$ cat src/verilog/rtcv_consts.svh
// Constants of the counter and calendar value block: offsets, fields, resets, timing
`ifndef RTCV_CONSTS_SVH
`define RTCV_CONSTS_SVH

// Register byte offsets
`define RTCV_OFS_CTRL        8'h00
`define RTCV_OFS_STATUS      8'h08
`define RTCV_OFS_VALUE       8'h10

// Control register fields
`define RTCV_CTRL_MODE_LSB   0
`define RTCV_CTRL_MODE_MSB   1
`define RTCV_CTRL_HOUR12_BIT 2
`define RTCV_CTRL_ENABLE_BIT 3

// Status register fields
`define RTCV_STAT_LEAP_BIT   0
`define RTCV_STAT_MODE_LSB   4
`define RTCV_STAT_MODE_MSB   5

// Calendar value field positions
`define RTCV_YEAR_MSB        31
`define RTCV_YEAR_LSB        26
`define RTCV_MONTH_MSB       25
`define RTCV_MONTH_LSB       22
`define RTCV_DAY_MSB         21
`define RTCV_DAY_LSB         17
`define RTCV_HOUR_MSB        16
`define RTCV_HOUR_LSB        12
`define RTCV_MINUTE_MSB      11
`define RTCV_MINUTE_LSB      6
`define RTCV_SECOND_MSB      5
`define RTCV_SECOND_LSB      0

// Reset values
`define RTCV_CTRL_RESET      32'h0000_0000
`define RTCV_COUNT16_RESET   16'h0000
`define RTCV_COUNT32_RESET   32'h0000_0000
`define RTCV_CLOCK_RESET     32'h0000_0000

// Timing: one count step per tick period
`define RTCV_CLK_KHZ         25000
`define RTCV_TICK_PERIOD_MS  1000
`define RTCV_TICK_CYCLES     (`RTCV_TICK_PERIOD_MS * `RTCV_CLK_KHZ)

`endif

$ cat src/verilog/rtcv_pkg.sv
// Types shared by the counter and calendar value block
`default_nettype none
package rtcv_pkg;

	typedef enum logic [1:0] {
		RTCV_MODE_COUNT32  = 2'b00,
		RTCV_MODE_COUNT16  = 2'b01,
		RTCV_MODE_CALENDAR = 2'b10,
		RTCV_MODE_RSVD     = 2'b11
	} rtcv_mode_t;

	typedef struct packed {
		logic [5:0] year;
		logic [3:0] month;
		logic [4:0] day;
		logic [4:0] hour;
		logic [5:0] minute;
		logic [5:0] second;
	} rtcv_cal_t;

	typedef struct packed {
		logic       enable;
		logic       hour12;
		rtcv_mode_t mode;
	} rtcv_ctrl_t;

endpackage
`default_nettype wire

$ cat src/verilog/rtcv_cal.sv
// Calendar clock: seconds to years with carry, leap test and 12/24 hour forms
`default_nettype none
`include "rtcv_consts.svh"
module rtcv_cal (
	input  wire logic               clock,
	input  wire logic               rst_n,
	input  wire logic               tick,
	input  wire logic               hour12,
	input  wire logic               load,
	input  wire rtcv_pkg::rtcv_cal_t load_val,
	output var  rtcv_pkg::rtcv_cal_t cal_reg,
	output var  logic               leap_reg
);
	import rtcv_pkg::*;

	rtcv_cal_t  cal_next;
	logic [4:0] last_day;
	logic       leap;

	////////////////////////////////////////////////////////////////////////////
	assign leap = (cal_reg.year[1:0] == 2'b00); // [RULE_04]

	always_comb begin
		case (cal_reg.month)
			4'd2:                      last_day = leap ? 5'd29 : 5'd28; // [RULE_06]
			4'd4, 4'd6, 4'd9, 4'd11:   last_day = 5'd30; // [RULE_06]
			default:                   last_day = 5'd31; // [RULE_06]
		endcase
	end

	////////////////////////////////////////////////////////////////////////////
	always_comb begin
		cal_next = cal_reg;
		if (cal_reg.second >= 6'd59) begin // [RULE_09]
			cal_next.second = 6'd0; // [RULE_10]
			if (cal_reg.minute >= 6'd59) begin // [RULE_09]
				cal_next.minute = 6'd0; // [RULE_10]
				if (hour12) begin
					// 11 rolls to 12 and flips AM/PM; 12 rolls to 1 without a flip
					if (cal_reg.hour[3:0] == 4'd11) begin // [RULE_08]
						cal_next.hour = {~cal_reg.hour[4], 4'd12}; // [RULE_08]
					end else if (cal_reg.hour[3:0] >= 4'd12) begin
						cal_next.hour = {cal_reg.hour[4], 4'd1}; // [RULE_08]
					end else begin
						cal_next.hour = {cal_reg.hour[4], cal_reg.hour[3:0] + 4'd1};
					end
				end else if (cal_reg.hour >= 5'd23) begin // [RULE_07]
					cal_next.hour = 5'd0; // [RULE_10]
				end else begin
					cal_next.hour = cal_reg.hour + 5'd1;
				end
				// Day turns at midnight: 23 to 0, or 11 PM to 12 AM
				if ((!hour12 && cal_reg.hour >= 5'd23) ||
				    (hour12 && cal_reg.hour == {1'b1, 4'd11})) begin
					if (cal_reg.day >= last_day) begin // [RULE_06]
						cal_next.day = 5'd1; // [RULE_10]
						if (cal_reg.month >= 4'd12) begin // [RULE_05]
							cal_next.month = 4'd1; // [RULE_10]
							cal_next.year  = cal_reg.year + 6'd1; // [RULE_03]
						end else begin
							cal_next.month = cal_reg.month + 4'd1;
						end
					end else begin
						cal_next.day = cal_reg.day + 5'd1;
					end
				end
			end else begin
				cal_next.minute = cal_reg.minute + 6'd1;
			end
		end else begin
			cal_next.second = cal_reg.second + 6'd1;
		end
	end

	////////////////////////////////////////////////////////////////////////////
	always_ff @(posedge clock) begin
		if (!rst_n) begin
			cal_reg <= rtcv_cal_t'(`RTCV_CLOCK_RESET);
		end else if (load) begin
			cal_reg <= load_val;
		end else if (tick) begin
			cal_reg <= cal_next;
		end
	end

	always_ff @(posedge clock) begin
		if (!rst_n) begin
			leap_reg <= 1'b0;
		end else begin
			leap_reg <= leap; // [RULE_04]
		end
	end

endmodule
`default_nettype wire

$ cat src/verilog/rtcv_top.sv
// Counter and calendar value block with APB register access
//
// Behaviour
// [RULE_01] 32-bit counter mode shows the full running count in value bits 31:0.
// [RULE_02] 16-bit counter mode keeps the count in bits 15:0, reset to zero.
// [RULE_03] Calendar year is a six-bit offset from a software reference in bits 31:26.
// [RULE_04] A year is leap exactly when the offset's two low bits are zero.
// [RULE_05] Month sits in bits 25:22, January 1 through December 12.
// [RULE_06] Day sits in bits 21:17, from 1 to the month's last day.
// [RULE_07] With 24-hour form the hour in bits 16:12 runs 0 to 23.
// [RULE_08] With 12-hour form hour bits 3:0 run 1 to 12, bit 4 marks PM.
// [RULE_09] Minute in bits 11:6 and second in bits 5:0, each 0 to 59.
// [RULE_10] Each calendar field carries into the next when it passes its maximum.
//
// The APB register port was left to the implementer.
`default_nettype none
`include "rtcv_consts.svh"
module rtcv_top #(
	parameter int TICK_CYCLES = `RTCV_TICK_CYCLES
) (
	input  wire logic        clock,
	input  wire logic        rst_n,
	input  wire logic        psel,
	input  wire logic        penable,
	input  wire logic        pwrite,
	input  wire logic [7:0]  paddr,
	input  wire logic [31:0] pwdata,
	input  wire logic [3:0]  pstrb,
	output var  logic [31:0] prdata,
	output var  logic        pready,
	output var  logic        pslverr
);
	import rtcv_pkg::*;

	rtcv_ctrl_t  ctrl_reg;
	logic [31:0] count_reg;
	logic [24:0] div_reg;
	logic        tick_reg;
	rtcv_cal_t   cal_reg;
	logic        leap_reg;
	logic        access;
	logic        wr_ctrl;
	logic        wr_value;
	logic        mapped;
	logic [31:0] value_rd;
	logic [31:0] value_wr;
	logic [31:0] rd_next;
	rtcv_ctrl_t  ctrl_next;
	logic [31:0] count_next;
	logic [24:0] div_next;
	logic        tick_next;
	logic        cal_tick;
	logic        cal_load;

	////////////////////////////////////////////////////////////////////////////
	// Byte-lane merge for APB4 strobes
	function automatic logic [31:0] merge(input logic [31:0] old, input logic [31:0] nw,
	                                      input logic [3:0] strb);
		logic [31:0] res;
		res = old;
		for (int i = 0; i < 4; i++) begin
			if (strb[i]) begin
				res[i*8 +: 8] = nw[i*8 +: 8];
			end
		end
		return res;
	endfunction

	////////////////////////////////////////////////////////////////////////////
	// APB slave: zero wait states, pready is high in every access cycle
	assign access   = psel && penable && pready;
	assign mapped   = (paddr == `RTCV_OFS_CTRL) || (paddr == `RTCV_OFS_STATUS) ||
	                  (paddr == `RTCV_OFS_VALUE);
	assign wr_ctrl  = access && pwrite && !pslverr && (paddr == `RTCV_OFS_CTRL);
	assign wr_value = access && pwrite && !pslverr && (paddr == `RTCV_OFS_VALUE);

	always_ff @(posedge clock) begin
		if (!rst_n) begin
			pready <= 1'b0;
		end else begin
			pready <= psel && !penable;
		end
	end

	// Status is read-only, so a write to it is flagged as an error too
	always_ff @(posedge clock) begin
		if (!rst_n) begin
			pslverr <= 1'b0;
		end else if (psel && !penable) begin
			pslverr <= !mapped || (pwrite && paddr == `RTCV_OFS_STATUS);
		end else begin
			pslverr <= 1'b0;
		end
	end

	////////////////////////////////////////////////////////////////////////////
	// Value view depends on mode; reserved mode reads as zero
	always_comb begin
		case (ctrl_reg.mode)
			RTCV_MODE_COUNT32:  value_rd = count_reg; // [RULE_01]
			RTCV_MODE_COUNT16:  value_rd = {16'h0000, count_reg[15:0]}; // [RULE_02]
			RTCV_MODE_CALENDAR: value_rd = cal_reg; // [RULE_03]
			default:            value_rd = 32'h0000_0000;
		endcase
	end

	assign value_wr = merge(value_rd, pwdata, pstrb);

	always_comb begin
		rd_next = 32'h0000_0000;
		case (paddr)
			`RTCV_OFS_CTRL: begin
				rd_next[`RTCV_CTRL_MODE_MSB:`RTCV_CTRL_MODE_LSB] = ctrl_reg.mode;
				rd_next[`RTCV_CTRL_HOUR12_BIT]                  = ctrl_reg.hour12;
				rd_next[`RTCV_CTRL_ENABLE_BIT]                  = ctrl_reg.enable;
			end
			`RTCV_OFS_STATUS: begin
				rd_next[`RTCV_STAT_LEAP_BIT]                    = leap_reg; // [RULE_04]
				rd_next[`RTCV_STAT_MODE_MSB:`RTCV_STAT_MODE_LSB] = ctrl_reg.mode;
			end
			`RTCV_OFS_VALUE: begin
				rd_next = value_rd;
			end
			default: begin
				rd_next = 32'h0000_0000;
			end
		endcase
	end

	// Read data is captured in the setup cycle and held through the access cycle
	always_ff @(posedge clock) begin
		if (!rst_n) begin
			prdata <= 32'h0000_0000;
		end else if (psel && !penable && !pwrite) begin
			prdata <= rd_next;
		end
	end

	////////////////////////////////////////////////////////////////////////////
	// Control register
	always_comb begin
		ctrl_next = ctrl_reg;
		if (wr_ctrl && pstrb[0]) begin
			ctrl_next.mode   = rtcv_mode_t'(pwdata[`RTCV_CTRL_MODE_MSB:`RTCV_CTRL_MODE_LSB]);
			ctrl_next.hour12 = pwdata[`RTCV_CTRL_HOUR12_BIT]; // [RULE_07] [RULE_08]
			ctrl_next.enable = pwdata[`RTCV_CTRL_ENABLE_BIT];
		end
	end

	always_ff @(posedge clock) begin
		if (!rst_n) begin
			ctrl_reg <= rtcv_ctrl_t'(`RTCV_CTRL_RESET);
		end else begin
			ctrl_reg <= ctrl_next;
		end
	end

	////////////////////////////////////////////////////////////////////////////
	// Tick divider: one count step per tick period while enabled
	// Held at zero while disabled, so each enable starts a full tick period
	always_comb begin
		div_next  = div_reg + 25'h0000001;
		tick_next = 1'b0;
		if (!ctrl_reg.enable) begin
			div_next = 25'h0000000;
		end else if (div_reg >= 25'(TICK_CYCLES - 1)) begin
			div_next  = 25'h0000000;
			tick_next = 1'b1;
		end
	end

	always_ff @(posedge clock) begin
		if (!rst_n) begin
			div_reg  <= 25'h0000000;
			tick_reg <= 1'b0;
		end else begin
			div_reg  <= div_next;
			tick_reg <= tick_next;
		end
	end

	////////////////////////////////////////////////////////////////////////////
	// Counter shared by both counter modes; software write beats a tick
	always_comb begin
		count_next = count_reg;
		if (wr_value && ctrl_reg.mode == RTCV_MODE_COUNT32) begin
			count_next = value_wr; // [RULE_01]
		end else if (wr_value && ctrl_reg.mode == RTCV_MODE_COUNT16) begin
			count_next = {16'h0000, value_wr[15:0]}; // [RULE_02]
		end else if (tick_reg && ctrl_reg.mode == RTCV_MODE_COUNT32) begin
			count_next = count_reg + 32'h0000_0001; // [RULE_01]
		end else if (tick_reg && ctrl_reg.mode == RTCV_MODE_COUNT16) begin
			// Upper half is kept clear so a mode change shows no stale bits
			count_next = {16'h0000, count_reg[15:0] + 16'h0001}; // [RULE_02]
		end
	end

	always_ff @(posedge clock) begin
		if (!rst_n) begin
			count_reg <= `RTCV_COUNT32_RESET;
		end else begin
			count_reg <= count_next;
		end
	end

	////////////////////////////////////////////////////////////////////////////
	// Calendar runs only in calendar mode
	assign cal_tick = tick_reg && ctrl_reg.mode == RTCV_MODE_CALENDAR;
	assign cal_load = wr_value && ctrl_reg.mode == RTCV_MODE_CALENDAR;

	rtcv_cal u_cal (
		.clock    (clock),
		.rst_n    (rst_n),
		.tick     (cal_tick),
		.hour12   (ctrl_reg.hour12),
		.load     (cal_load),
		.load_val (rtcv_cal_t'(value_wr)),
		.cal_reg  (cal_reg),
		.leap_reg (leap_reg)
	);

endmodule
`default_nettype wire

$ cat config.mk
export PLATFORM = sky130hd
export DESIGN_NAME = rtcv_top
export DESIGN_NICKNAME = d
export VERILOG_FILES = /design/src/verilog/rtcv_pkg.sv /design/src/verilog/rtcv_cal.sv /design/src/verilog/rtcv_top.sv
export VERILOG_INCLUDE_DIRS = /design/src /design/src/verilog
export SDC_FILE = /design/constraint.sdc
export NUM_CORES = 1
export LEC_CHECK = 0
export ABC_AREA = 1
export BUFFER_PORTS_ARGS = -buffer_cell sky130_fd_sc_hd__buf_2
export CORE_MARGIN = 2
export CORE_UTILIZATION = 60
export CTS_BUF_LIST = sky130_fd_sc_hd__clkbuf_8
export DETAILED_ROUTE_END_ITERATION = 12
export PLACE_DENSITY = 0.92
export SYNTH_ARGS = -nofsm -noshare
export SYNTH_HDL_FRONTEND = slang
export SYNTH_HIERARCHICAL = 1
export SYNTH_SLANG_ARGS = --single-unit
$ cat constraint.sdc
create_clock -name clock -period 4.08 [get_ports clock]
set_input_delay 0.612 -clock clock [delete_from_list [all_inputs] [get_ports clock]]
set_output_delay 0.612 -clock clock [all_outputs]
set_load 0.02 [all_outputs]
# Word level (Yosys, flattened, before mapping)
# Cells that the tools add are included.
dict set report totals {
  n_memories 0
  reg_bits 129
  ramBits 0
  latchBits 0
  wordCells 127
  inputBits 49
  out_inout_bits 34
  rom_bits 0
}
dict set report op_classes {
  n_mux 31
  n_div 0
  n_shift 0
  reduce_logical 47
  n_lt_le_gt_ge 7
  bitwise_logic 3
  eq_ne 12
  n_addsub 10
  n_mul 0
}
# cell count
set ops {}
lappend ops {{32-bit two-way mux} 6}
lappend ops {{32-bit case mux with 3 select lines} 1}
lappend ops {{26-bit two-way mux} 2}
lappend ops {{32-bit by 1-bit adder with 32-bit output, second input constant} 1}
lappend ops {{8-bit two-way mux} 4}
lappend ops {{25-bit by 1-bit adder with 25-bit output, second input constant} 1}
lappend ops {{25-bit >= comparator, second input constant} 1}
lappend ops {{20-bit two-way mux} 1}
lappend ops {{5-bit two-way mux} 4}
lappend ops {{6-bit by 1-bit adder with 6-bit output, second input constant} 3}
lappend ops {{1-bit logical AND} 18}
lappend ops {{6-bit two-way mux} 3}
lappend ops {{16-bit by 1-bit adder with 16-bit output, second input constant} 1}
lappend ops {{15-bit two-way mux} 1}
lappend ops {{4-bit == test, second input constant} 3}
lappend ops {{6-bit >= comparator, second input constant} 2}
lappend ops {{2-bit nonzero test} 6}
lappend ops {{5-bit by 1-bit adder with 5-bit output, second input constant} 2}
lappend ops {{10-bit two-way mux} 1}
lappend ops {{5-bit case mux with 2 select lines} 1}
lappend ops {{4-bit by 1-bit adder with 4-bit output, second input constant} 2}
lappend ops {{4-bit by 3-bit == test with 1-bit output, second input constant} 2}
lappend ops {{8-bit by 4-bit == test with 1-bit output, second input constant} 1}
lappend ops {{8-bit by 5-bit == test with 1-bit output, second input constant} 1}
lappend ops {{26 further kinds} 42}

# Logic depth before layout (Yosys ltp)
dict set report logic_depth {
  word_depth 10
  ltp_mapped 16
  mapped_depth_nobuf 15
}

# Cells and area by module
# Netlist, hierarchy kept.
# mod seq_area_each_um2 cells_per_inst area_per_inst_um2 n_inst
set modules_own_cells {}
lappend modules_own_cells {rtcv_top 1921.8 1080 6351.1 1}
lappend modules_own_cells {rtcv_cal 660.6 332 2220.9 1}

# Worst setup path after synthesis
# No wires, ideal clock.
dict set report synth_path {
  path_kind {input -> register}
  from {input paddr[1]}
  to {register u_cal/cal_reg[22] (netlist name)}
  path_buffers 1
  t_required_ns 3.952
  setup_slack_ns 1.921
  cell_stages 13
  t_arrival_ns 2.032
  path_cell_list {nor2_2 nand2_1 nor2_4 nand2_1 nor2_1 buf_6 inv_2 nand2_2 nand2_4 nor2_8 nand3_2 o21ai_0 nor2_1}
}
dict set report synth_between {
  elab_chain_len 5
  word_cells_on_any_way 10
  classes_between {1 x eq/ne; 1 x mux; 8 x reduce/logical}
}
# item line_no
set synth_lines {}
lappend synth_lines {{start: declaration} rtcv_top.sv:26} ;# input wire logic [7:0] paddr,
lappend synth_lines {{8-bit by 5-bit == test with 1-bit output *} --}
lappend synth_lines {{1-bit logical AND *} rtcv_top.sv:75} ;# assign wr_value = access && pwrite && !pslverr && (paddr == `RTCV_OFS_VALUE);
lappend synth_lines {{1-bit logical AND *} rtcv_top.sv:209} ;# assign cal_load = wr_value && ctrl_reg.mode == RTCV_MODE_CALENDAR;
lappend synth_lines {{named net cal_load} rtcv_top.sv:53} ;# logic cal_load;
lappend synth_lines {{2-bit nonzero test (no source line)} --}
lappend synth_lines {{5-bit AND reduction (no source line)} --}
# The timed path passes the listed nets; every way through them passes the cells marked *.
# A chain may end at the register's enable or synchronous reset.

# Worst setup path after layout
dict set report layout_path {
  from {input paddr[1]}
  to {register u_cal/cal_reg[19] (netlist name)}
}
dict set report layout_between {
  elab_chain_len 5
  word_cells_on_any_way 9
  classes_between {1 x eq/ne; 1 x mux; 7 x reduce/logical}
}
# item line_no
set layout_lines {}
lappend layout_lines {{8-bit by 5-bit == test with 1-bit output *} --}
lappend layout_lines {{1-bit logical AND *} rtcv_top.sv:75}
lappend layout_lines {{1-bit logical AND *} rtcv_top.sv:209}
lappend layout_lines {{named net cal_load} rtcv_top.sv:53}
lappend layout_lines {{2-bit nonzero test (no source line)} --}
lappend layout_lines {{4-bit AND reduction (no source line)} --}
# Marks and branches as above.

==> flow_summary.toml <==
[setup_path]
critPathArrivalTime_ns = 2.88
critPathRequiredTime_ns = 4.43
crit_type = "primary input to flop"
path_max_fanout = 17
worst_setup_path_end_kind = "flop"
start_kind = "primary input"

[power]
power_density_nw_per_um2 = 261.5
p_clk_frac = 0.436
p_switching_uw = 635.0
combPwrFrac = 0.048
p_leak_uw = 0.004046
cellInternalPower_uw = 1808
swShare = 0.2599
ir_worst_vdd_v = 0.0001972
p_seq_frac = 0.516

[place]
hpwl_mm = 18.66
numPortBuffers = 82
place_ws_ns = 1.145
dp.cells = 1634
gp_congestion = 0.9903

[sta]
timing.final.crit_share = 0.6218
setup_viol_count_final = 0
max_slew_margin = 0.4373
clock-skew-final_ns = 0.01772
tns_ns = 0
rsz0062_at_grt = "no"
layout_setup_ws_ns = 1.543
hold_violations = 0
hold_ws_ns = 0.3953
finalMaxSlewViolations = 0
worstMarginPinSlew_ns = 0.8432
fmax_mhz = 394.2
finalCriticalPeriod_ns = 2.537

[die]
die_w_um = 123.5
core_region_area_um2 = 13930
die_h_um = 123.5
die_area_um2 = 15260
core.rowCount = 43
ios = 83
initial_core_util = 0.6152

[min_path]
hp-class = "primary input to flop"

[synthesis]
synth_cell_types = 50
syn_inst = 1412
synth_commonest_cells = "nand2_1 (440), nor2_1 (190), inv_1 (149)"
ys_seq_area_frac = 0.3013
synthTopCellsByArea = "dfxtp_1 (30%), nand2_1 (19%), nor2_1 (8.3%), inv_1 (6.5%), nand3_1 (5.9%)"
synth_nets = 1475
ys_ff_latch = 129
synth_top_area_cell = "dfxtp_1"
synth_edf_count = 0
async_flop_share = 0
synth_most_common_cell = "nand2_1"
yosysWarnings = 6
netlist.area_leader.share = 0.3013
ys.flop_type = "dfxtp_1"
avgSynthCellArea_um2 = 6.071
syn_area_um2 = 8572

[finish]
area_growth_pct = 9.006
diodes = 0
num-nets-final = 1536
multi_input_area_um2 = 5105
fill_cells = 1255
layout-drive-gt1-share = 0.1185
regArea_um2 = 2582
utilization = 0.6706
stdcell_count = 1665

[route]
drt_iter0_markers = 1277
drt-total-wl_mm = 25.53
drc = 0
drt_first_pass_iters = 7
final_antenna_net_count = 0
vias = 9558
wire_per_inst_um = 15.34
vias_per_cell = 5.741

[grt]
grt_usage = 0.3422
grt_pass1_wl_mm = 41.10
grt_pass1_vias = 8689
grt_max_degree = 36
overflow = 0
antenna_found_initial = 0

[run]
cap_viol_max_count = 0

[outcome]
status = "completed"

[cts]
tritoncts = "built"
clkLatencyLatePin_ns = 0.47
cts-htree-levels = 4
cts_buffers = 17
clk_pin_slew_ns = 0.07
cts_root_buf = "clkbuf_8"
post_cts_resized = 0
clock_sinks = 129
clock_path_buffers = 2
cts_hold_buf = 0
postCtsSetupRepairBufs = 0
## layer usage
layer	vias up	share of wire	global-route usage
met3	89	0.11	0.08718
met4	0	0.033	0.1506
met5	-	0	0
met1	4269	0.40	0.4331
li1	4623	-	-
met2	577	0.46	0.5495
## power groups by stage
stage               logic (uW)  clock network [uW]  registers [uW]
floorplan                 58.9                   0            1290
global placement           110                   0            1290
detailed placement         111                   0            1290
CTS                        112                1060            1260
global route               126                1120            1260
finish                     118                1060            1260
## cell usage in the layout, fill, tap and decap left out, drive strengths merged, types with 3 or more instances in the layout
| master | instances |
|---|---|
| nand2 | 447 |
| nor2 | 205 |
| inv | 159 |
| dfxtp | 129 |
| nand3 | 108 |
| o21ai | 104 |
| buf | 88 |
| a21oi | 87 |
| xor2 | 20 |
| clkbuf | 19 |
| nand4 | 19 |
| nor3 | 17 |
| ha | 14 |
| or2 | 12 |
| xnor2 | 9 |
| clkinv | 9 |
| a31oi | 8 |
| o211ai | 5 |
| nand3b | 4 |
| clkinvlp | 3 |
## cell type report
type,count,share of cell area
multi-input cells,1077,0.5463
well taps,180,0.02410
inverters,160,0.06454
repair buffers,88,0.04874
flip-flops and latches,129,0.2764
clock buffers,19,0.02799
clock inverters,12,0.01192
## cells by family after synthesis
kind of cell / count (synthesis) / synth area share
AND/OR/NAND/NOR: 818 / 0.4103
AO/OA/AOI/OAI: 216 / 0.1349
flip-flops: 129 / 0.3013
XOR/XNOR: 29 / 0.02963
adder cells (fa/ha/maj): 14 / 0.02044
buffers and inverters: 206 / 0.1035
## worst max-delay path, cell delays in order
cell     delay [ns]
buf_2          0.10
nor2_2         0.11
nand2_1        0.12
nor2_4         0.20
nand2_1        0.12
nor2_2         0.41
inv_2          0.27
nand2_2        0.17
nand2_4        0.11
nor2_8         0.20
nand2_1        0.16
o21ai_0        0.22
nor2_1         0.06
## per-stage QoR
stage	area, um2	power (uW)
3_5_place_dp	8971	1402
3_3_place_gp	8971	1400
2_1_floorplan	8572	1350
5_1_grt	9344	2502
6_report	9344	2443
4_1_cts	9344	2438
## final timing paths
kind	slack [ns]	start	endpoint	cells after the start
setup / recovery	1.54	paddr[1]	u_cal/cal_reg[19]$_SDFFE_PN0P_	13
hold / removal	0.40	penable	pready$_SDFF_PN0_	2
setup reg to reg	1.56	pslverr$_SDFF_PN0_	u_cal/cal_reg[19]$_SDFFE_PN0P_	12
hold reg to reg	0.47	prdata[20]$_SDFFE_PN0P_	prdata[20]$_SDFFE_PN0P_	2
Note: power is estimated with default switching activity, not from simulation.
